$ cat config.mk
export PLATFORM = sky130hd
export DESIGN_NAME = tbir_top
export DESIGN_NICKNAME = d
export VERILOG_FILES = /design/src/hw/tbir_pkg.sv /design/src/hw/tbir_top.sv /design/src/hw/tbir_wb_slave.sv
export SDC_FILE = /design/constraint.sdc
export NUM_CORES = 1
export LEC_CHECK = 0
export BUFFER_PORTS_ARGS = -buffer_cell sky130_fd_sc_hd__buf_2
export CAP_MARGIN = 10
export CORE_MARGIN = 1
export CORE_UTILIZATION = 30
export DETAILED_ROUTE_END_ITERATION = 12
export PLACE_DENSITY = 0.83
export SYNTH_ARGS = -nofsm -noshare
export SYNTH_HDL_FRONTEND = slang
export SYNTH_SLANG_ARGS = --single-unit
$ cat constraint.sdc
create_clock -name clk_i -period 1.9 [get_ports clk_i]
set_clock_uncertainty 0.1 [all_clocks]
set_input_delay 0.19 -clock clk_i [delete_from_list [all_inputs] [get_ports clk_i]]
set_output_delay 0.19 -clock clk_i [all_outputs]
set_load 0.02 [all_outputs]
$ cat src/hw/tbir_pkg.sv
package tbir_pkg;

   ////////////////////////////////////////////////////////////////////////
   // Register map, byte addresses on the bus
   localparam int unsigned TBIR_ADR_W = 12;
   localparam logic [11:0] TBIR_OFS_DATA_PROBE = 12'h000;
   localparam logic [11:0] TBIR_OFS_READY_FLUSH = 12'h004;
   localparam logic [11:0] TBIR_OFS_ID_PROBE = 12'h008;
   localparam logic [11:0] TBIR_OFS_CTRL_PROBE = 12'h00c;
   localparam logic [11:0] TBIR_OFS_MODE = 12'h010;
   localparam logic [11:0] TBIR_OFS_TAG_SET = 12'h014;
   localparam logic [11:0] TBIR_OFS_TAG_VIEW = 12'h018;

   ////////////////////////////////////////////////////////////////////////
   // Field positions
   localparam int unsigned TBIR_PROBE_BITS = 5;
   // Incoming data bit sampled into probe bit i
   localparam int TBIR_PROBE_SRC [TBIR_PROBE_BITS] = '{0, 7, 15, 23, 31};
   localparam int unsigned TBIR_READY_POS = 0;
   localparam int unsigned TBIR_AFVALID_POS = 1;
   localparam int unsigned TBIR_ID_W = 7;
   localparam int unsigned TBIR_BYTES_LSB = 8;
   localparam int unsigned TBIR_BYTES_W = 2;
   localparam int unsigned TBIR_VALID_POS = 0;
   localparam int unsigned TBIR_AFREADY_POS = 1;
   localparam int unsigned TBIR_MODE_POS = 0;
   localparam int unsigned TBIR_TAG_W = 4;

   ////////////////////////////////////////////////////////////////////////
   // Reset and fixed values
   localparam logic TBIR_MODE_RST = 1'b0;
   localparam logic TBIR_DRIVE_RST = 1'b0;
   localparam logic [3:0] TBIR_TAG_RST = 4'h0;
   localparam logic [3:0] TBIR_TAG_IMPL = 4'hf;

   ////////////////////////////////////////////////////////////////////////
   // Carriers
   typedef struct packed {
      logic [31:0] data;
      logic [6:0] id;
      logic [1:0] bytes;
      logic valid;
      logic afready;
   } tbir_atb_in_s;

   typedef struct packed {
      logic atready;
      logic afvalid;
   } tbir_atb_out_s;

   typedef struct packed {
      logic cyc;
      logic stb;
      logic we;
      logic [3:0] sel;
      logic [11:0] adr;
      logic [31:0] dat;
   } tbir_wb_req_s;

   typedef struct packed {
      logic ack;
      logic [31:0] dat;
   } tbir_wb_rsp_s;

   // State of the bus slave
   typedef struct packed {
      logic ack;
      logic [31:0] rdat;
   } tbir_slv_state_s;

   // State of the register bank
   typedef struct packed {
      logic mode;
      logic drv_atready;
      logic drv_afvalid;
      logic [3:0] tag;
   } tbir_bank_state_s;

   localparam tbir_slv_state_s TBIR_SLV_RST = '{ack: 1'b0, rdat: 32'h0000_0000};
   localparam tbir_bank_state_s TBIR_BANK_RST = '{
      mode: TBIR_MODE_RST,
      drv_atready: TBIR_DRIVE_RST,
      drv_afvalid: TBIR_DRIVE_RST,
      tag: TBIR_TAG_RST
   };

endpackage

$ cat src/hw/tbir_top.sv
`timescale 1ns/100ps
module tbir_top (
   // Clock and reset
   input wire logic clk_i,
   input wire logic rst_i,
   // Register bus
   input tbir_pkg::tbir_wb_req_s wb_req_i,
   output tbir_pkg::tbir_wb_rsp_s wb_rsp_o,
   // Trace input port, from the upstream source
   input tbir_pkg::tbir_atb_in_s atb_i,
   output tbir_pkg::tbir_atb_out_s atb_o,
   // Functional capture logic
   input tbir_pkg::tbir_atb_out_s func_atb_i,
   output logic capture_en_o,
   // Status
   output logic integration_mode_select_o,
   output logic [3:0] ownership_tag_o
);
   import tbir_pkg::*;

   tbir_bank_state_s st_reg;
   tbir_bank_state_s st_next;
   logic wr_stb;
   logic [31:0] rd_mux;
   logic [TBIR_PROBE_BITS-1:0] data_probe;
   logic [31:0] data_probe_word;
   logic [31:0] id_probe_word;
   logic [31:0] ctrl_probe_word;
   logic [31:0] mode_word;
   logic [31:0] tag_set_word;
   logic [31:0] tag_view_word;
   logic lane0;

   ////////////////////////////////////////////////////////////////////////
   // Bus slave
   tbir_wb_slave u_slave (
      .clk_i(clk_i),
      .rst_i(rst_i),
      .wb_req_i(wb_req_i),
      .wb_rsp_o(wb_rsp_o),
      .rd_data_i(rd_mux),
      .wr_stb_o(wr_stb)
   );

   ////////////////////////////////////////////////////////////////////////
   // Live input probes
   // data bit picks
   generate
      for (genvar i = 0; i < TBIR_PROBE_BITS; i++) begin : g_probe
         assign data_probe[i] = atb_i.data[TBIR_PROBE_SRC[i]];
      end
   endgenerate

   // Probe words; reserved bits stay zero
   always_comb begin
      data_probe_word = 32'h0000_0000;
      id_probe_word = 32'h0000_0000;
      ctrl_probe_word = 32'h0000_0000;
      mode_word = 32'h0000_0000;
      tag_set_word = 32'h0000_0000;
      tag_view_word = 32'h0000_0000;
      data_probe_word[TBIR_PROBE_BITS-1:0] = data_probe;
      id_probe_word[TBIR_ID_W-1:0] = atb_i.id;
      ctrl_probe_word[TBIR_BYTES_LSB +: TBIR_BYTES_W] = atb_i.bytes;
      ctrl_probe_word[TBIR_AFREADY_POS] = atb_i.afready;
      ctrl_probe_word[TBIR_VALID_POS] = atb_i.valid;
      mode_word[TBIR_MODE_POS] = st_reg.mode;
      tag_set_word[TBIR_TAG_W-1:0] = TBIR_TAG_IMPL;
      tag_view_word[TBIR_TAG_W-1:0] = st_reg.tag;
   end

   ////////////////////////////////////////////////////////////////////////
   // Read decode; drive register is write only and reads zero
   always_comb begin
      case (wb_req_i.adr)
         TBIR_OFS_DATA_PROBE: begin
            rd_mux = data_probe_word;
         end
         TBIR_OFS_ID_PROBE: begin
            rd_mux = id_probe_word;
         end
         TBIR_OFS_CTRL_PROBE: begin
            rd_mux = ctrl_probe_word;
         end
         TBIR_OFS_MODE: begin
            rd_mux = mode_word;
         end
         TBIR_OFS_TAG_SET: begin
            rd_mux = tag_set_word;
         end
         TBIR_OFS_TAG_VIEW: begin
            rd_mux = tag_view_word;
         end
         default: begin
            // Unmapped addresses still ack, with zero data
            rd_mux = 32'h0000_0000;
         end
      endcase
   end

   ////////////////////////////////////////////////////////////////////////
   // Register writes
   // Every writable field lives in byte lane 0
   assign lane0 = wr_stb & wb_req_i.sel[0];

   always_comb begin
      st_next = st_reg;
      if (lane0) begin
         case (wb_req_i.adr)
            TBIR_OFS_READY_FLUSH: begin
               st_next.drv_atready = wb_req_i.dat[TBIR_READY_POS];
               st_next.drv_afvalid = wb_req_i.dat[TBIR_AFVALID_POS];
            end
            TBIR_OFS_MODE: begin
               st_next.mode = wb_req_i.dat[TBIR_MODE_POS];
            end
            TBIR_OFS_TAG_SET: begin
               st_next.tag = st_reg.tag | wb_req_i.dat[TBIR_TAG_W-1:0];
            end
            default: begin
               // Read-only and unmapped offsets drop the write
               st_next = st_reg;
            end
         endcase
      end
   end

   always_ff @(posedge clk_i) begin
      if (rst_i) begin
         st_reg <= TBIR_BANK_RST;
      end else begin
         st_reg <= st_next;
      end
   end

   ////////////////////////////////////////////////////////////////////////
   // Output steering
   // integration override
   assign atb_o.atready = st_reg.mode ? st_reg.drv_atready : func_atb_i.atready;
   assign atb_o.afvalid = st_reg.mode ? st_reg.drv_afvalid : func_atb_i.afvalid;

   assign capture_en_o = ~st_reg.mode;

   assign integration_mode_select_o = st_reg.mode;

   assign ownership_tag_o = st_reg.tag;
endmodule // tbir_top

$ cat src/hw/tbir_wb_slave.sv
`timescale 1ns/100ps
module tbir_wb_slave (
   // Clock and reset
   input wire logic clk_i,
   input wire logic rst_i,
   // Bus side
   input tbir_pkg::tbir_wb_req_s wb_req_i,
   output tbir_pkg::tbir_wb_rsp_s wb_rsp_o,
   // Register bank side
   input wire logic [31:0] rd_data_i,
   output logic wr_stb_o
);
   import tbir_pkg::*;

   tbir_slv_state_s st_reg;
   tbir_slv_state_s st_next;
   logic start;

   ////////////////////////////////////////////////////////////////////////
   // Ack one cycle after the request; read data caught with it
   assign start = wb_req_i.cyc & wb_req_i.stb & ~st_reg.ack;

   always_comb begin
      st_next = st_reg;
      st_next.ack = start;
      // Capturing at request time keeps data stable for the whole ack cycle
      st_next.rdat = (start & ~wb_req_i.we) ? rd_data_i : 32'h0000_0000;
   end

   always_ff @(posedge clk_i) begin
      if (rst_i) begin
         st_reg <= TBIR_SLV_RST;
      end else begin
         st_reg <= st_next;
      end
   end

   // Write lands on the edge where the master sees ack
   assign wr_stb_o = st_reg.ack & wb_req_i.cyc & wb_req_i.stb & wb_req_i.we;
   assign wb_rsp_o.ack = st_reg.ack;
   assign wb_rsp_o.dat = st_reg.rdat;
endmodule // tbir_wb_slave

# --- Word-level counts from Yosys, hierarchy flattened ---
# Index checks and enable logic that the tools add are counted.
# Widths: inputs -> output; s select.
op_classes:
  n_eq_ne: 6
  mux: 3
  n_bitwise: 12
  reduce_logical: 5
op_table:
  columns: ["op", "count"]
  rows:
  - ["$pmux 10 s6", 1]
  - ["$eq 12x5->1 const B", 3]
  - ["$eq 12x4->1 const B", 2]
  - ["$eq 12x3->1 const B", 1]
  - ["$logic_not 12->1", 1]
  - ["$and 1x1->1", 7]
  - ["$reduce_and 2->1", 3]
  - ["$not 1->1", 4]
  - ["$or 4x4->4", 1]
  - ["$mux 1", 2]
  - ["$reduce_or 2->1", 1]
totals:
  reg_bits: 40
  inputBits: 98
  wordCells: 32

# --- Depth between registers and ports, before layout ---
logic_depth:
  ltp_word: 5
  depth_mapped: 5
  depth_no_buf: 4

# --- Modules after synthesis ---
# Synthesis repeated with hierarchy kept, for this count alone.
unflattened:
  hier_cells: 160
  area_unflattened_um2: 1674.1
by_module_without_submodules:
  columns: ["module", "n_inst", "cells_per_inst", "area_each_um2"]
  rows:
  - ["tbir_wb_slave", 1, 75, 968.4]
  - ["tbir_top", 1, 85, 705.7]

# --- Least setup slack after synthesis ---
# OpenSTA, ideal clock, no wires.
synth_path:
  kind: "input-to-reg"
  start: "input port wb_req_i[41] in the netlist's numbering"
  end: "register st_reg[4] in the netlist's numbering"
  arrival_time_ps: 1439
  t_required_ps: 1685
  setup_slack_ps: 245
  path_stages: 4
  n_path_buf: 0
  path_cell_list: "or4_1 nor4_4 nand2_2 a31o_1"
synth_between:
  elab_chain_cells: 2
synth_lines:
  columns: ["item", "line_no", "text"]
  rows:
  - ["start, declared", "tbir_top.sv:7", "input tbir_pkg::tbir_wb_req_s wb_req_i,"]
  - ["$eq 12x3->1", "tbir_top.sv:109", "case (wb_req_i.adr)"]
  - ["$reduce_and 2->1 (no line)", null, null]
  - ["end signal, assigned", "tbir_top.sv:132", "st_reg <= st_next;"]
  - ["end, declared", "tbir_top.sv:21", "tbir_bank_state_s st_reg;"]
# No other way between the ends.
# A chain may end at the register's enable or synchronous reset.

==> summary.txt <==
Layout
  – Share of layout cells above drive strength 1: 0.4091
  – Layout Cells excl Fill: 222
  – # diodes: 0
  – Area Growth Syn to Fin: 28.04%
  – Max FFs per register: 10
  – Fill cells: 357
  – Design area: 0.001331 mm2
  – Nets@finish: 275

Synth
  – Yosys warns: 0
  – Syn avg cell area: 8.887 um2
  – Register area share after synthesis: 0.3273
  – Post-Syn Area: 0.001040 mm2
  – Mapped Cells: 117
  – Area share of the largest cell type after synthesis: 0.3273
  – Unique masters post-synth: 31
  – Area leader, netlist: dfxtp_1
  – FF+latch count, synth: 17
  – Synth top area cells: dfxtp_1 (33%), buf_4 (19%), mux2i_1 (4.8%)

Drt
  – Drc violations: 0
  – Routed length per instance: 10.01 um
  – Final ANT Viol Nets: 0
  – Iter 0 DRT Violations: 50
  – Vias: 935
  – Routed vias/inst: 4.212
  – First drt pass iteration count: 4
  – Post-Route WL: 2223 um

CTS
  – Total CTS buffers: 3
  – CTS sink count: 17
  – Clock Tree Root: clkbuf_4
  – Clk buf depth: 2
  – Clk_lat worst skew: 0.29 ns
  – CTS tree: yes
  – CTS clk-pin slew, worst paths: 0.09 ns
  – H-tree depth: 1

STA
  – Relative slew margins: 0.6521
  – Fmax: 0.6546 GHz
  – Setup Viol. Count Final: 0
  – Worst Max-Slew Pin Slew: 0.5178 ns
  – Final min period: 1.528 ns
  – Final period util: 0.8040
  – RSZ-0062 raised after global routing: false
  – Final Hold Vio Count: 0
  – Pins Over Slew Limit: 0
  – Setup TNS: 0 ns

Floorplan
  – # IOs: 139
  – Rows: 21
  – Core area: 0.003337 mm2
  – Die ar.: 0.003705 mm2
  – Initial core utilization: 0.3116
  – Die width: 60.87 um
  – Die span in y: 60.87 um

Placed design
  – Dpl hpwl: 1814 um
  – Post-Place Cell Area: 0.001265 mm2
  – Global placement routability congestion: 0.7443
  – Port bufs: 57
  – Cells after DPL: 214

Global route
  – Initial antenna violation count: 0
  – Global-route wire length before repair: 3325 um
  – Pin count of the biggest net entering global routing: 12
  – GRT Total Usage: 0.1253
  – GRT overflow: 0
  – Vias in the first global route: 732

Flow run
  – Max cap viols: 0

Power
  – Comb pwr share: 0.209
  – Final Power: 0.0006935 W
  – PD cells: 521.0 mW/mm2
  – Pint: 0.0004950 W
  – Switching fraction of total power: 0.2862
  – Reg power frac: 0.516
  – Max rail drop VDD: 356.5 uV
  – Clock power share: 0.275
  – Net Sw Power: 0.0001985 W
  – Leakage power: 0.6879 nW

Run status
  – Outcome: completed

Worst setup path
  – Crit Path Max Fanout: 6
  – Crit path kind: reg -> out
  – Critical Path Source Type: register
  – CP Capture Type: primary output
  – Critical Path RT: 1.61 ns
  – Crit path DAT: 1.24 ns

Hold path
  – Hold Crit Class: in -> reg
## worst max-delay path, stage by stage, from the launching register on
cell     delay, ns
dfxtp_1       0.44
mux2_2        0.35
buf_2         0.15
## timing repair
action	4_1_cts	5_1_grt
endpoints found under the setup margin	0	0
hold buffers	3	1
hold endpoints to repair	3	1
buffers inserted	0	0
gates resized for setup	0	0
## per-layer routing
| metal | vias up | part of all wire | global-route usage |
|---|---|---|---|
| met5 | - | 0 | 0 |
| met4 | 0 | 0 | 0.02922 |
| li1 | 471 | - | - |
| met1 | 399 | 0.41 | 0.1484 |
| met3 | 0 | 0.14 | 0.05970 |
| met2 | 65 | 0.45 | 0.2057 |
## final cells by class
cell class              count  area [um2]  area share
inverters                   5       18.77     0.01410
well taps                  46       57.56     0.04323
repair buffers             63       340.3      0.2556
clock buffers               4       26.28     0.01974
multi-input cells          87       548.0      0.4117
flip-flops and latches     17       340.3      0.2556
## cells in the final DEF, fill, tap and decap left out, types with 2 or more instances in the layout
master and count:
nor3_1 5, a22oi_1 2, clkbuf_4 3, buf_2 57, dfxtp_1 17, nor2_1 9, a21oi_1 3, buf_4 2
mux2_2 3, nor2b_1 4, conb_1 23, nor4_1 2, a31oi_1 4, a21o_1 3, dlygate4sd3_1 4, nand3_1 4
mux2i_1 5, nand2_1 5, nor4_4 2, inv_1 5, and2_1 2
## cell families (layout without fill, tap and decap cells)
kind of cell,Yosys count,after routing,synth area share
and+or+nand+nor,41,41,0.2491
buffers and inverters,35,72,0.2250
DFF,17,17,0.3273
AOI/OAI and AO/OA,14,14,0.09265
muxes,9,9,0.1023
other,1,23,0.003607
## worst paths after layout
kind | depth (start not counted) | start | slack, ns | end
hold reg to reg | 2 | st_reg[5]$_SDFFE_PP0P_ | 0.37 | st_reg[5]$_SDFFE_PP0P_
setup reg to reg | 4 | u_slave.wb_rsp_o[32]$_SDFF_PP0_ | 0.47 | u_slave.wb_rsp_o[4]$_SDFF_PP0_
hold / removal | 3 | wb_req_i[2] | 0.03 | ownership_tag_o[2]$_SDFFE_PP0P_
setup / recovery | 2 | integration_mode_select_o$_SDFFE_PP0P_ | 0.37 | atb_o[1]
## stage by stage
step / worst slack [ns] / hold slack, ns / utilization
after global routing: 0.2768 / 0.04376 / 0.3990
after floorplan: 0.2455 / 0.1624 / -
final: 0.3724 / 0.03451 / 0.3990
after CTS: 0.3479 / 0.001981 / 0.3960
after detailed placement: 0.07751 / 0.2950 / 0.3791
after global placement: 0.1090 / 0.2961 / 0.3791
## synthesized netlist by cell type
cell and count:
nor4_4 2, or4_4 1, conb_1 1, buf_4 27, a22oi_1 2, inv_1 5
mux4_2 1, nor2_1 9, dfxtp_1 17, nand3b_1 1, nor4_1 2, nand2_1 5
buf_2 1, a31o_1 1, nor4b_2 1, clkbuf_1 2, mux2_2 3, nor2b_1 4
nor3_1 5, nand2_2 1, a21o_1 3, and3_1 1, a21oi_1 3, and4_1 1
nand2b_1 1, a31oi_1 4, nand3_1 4, and2_1 2, mux2i_1 5, or4_1 1
a21bo_2 1
## power groups by stage
stage	logic [W]	clock network, W	registers, W
2_1_floorplan	0.000122	0	0.000367
3_3_place_gp	0.000136	0	0.000366
3_5_place_dp	0.000138	0	0.000366
4_1_cts	0.000143	0.000198	0.000358
5_1_grt	0.000159	0.000217	0.000358
6_report	0.000145	0.000191	0.000358
Power figures use the tool's default switching activity.
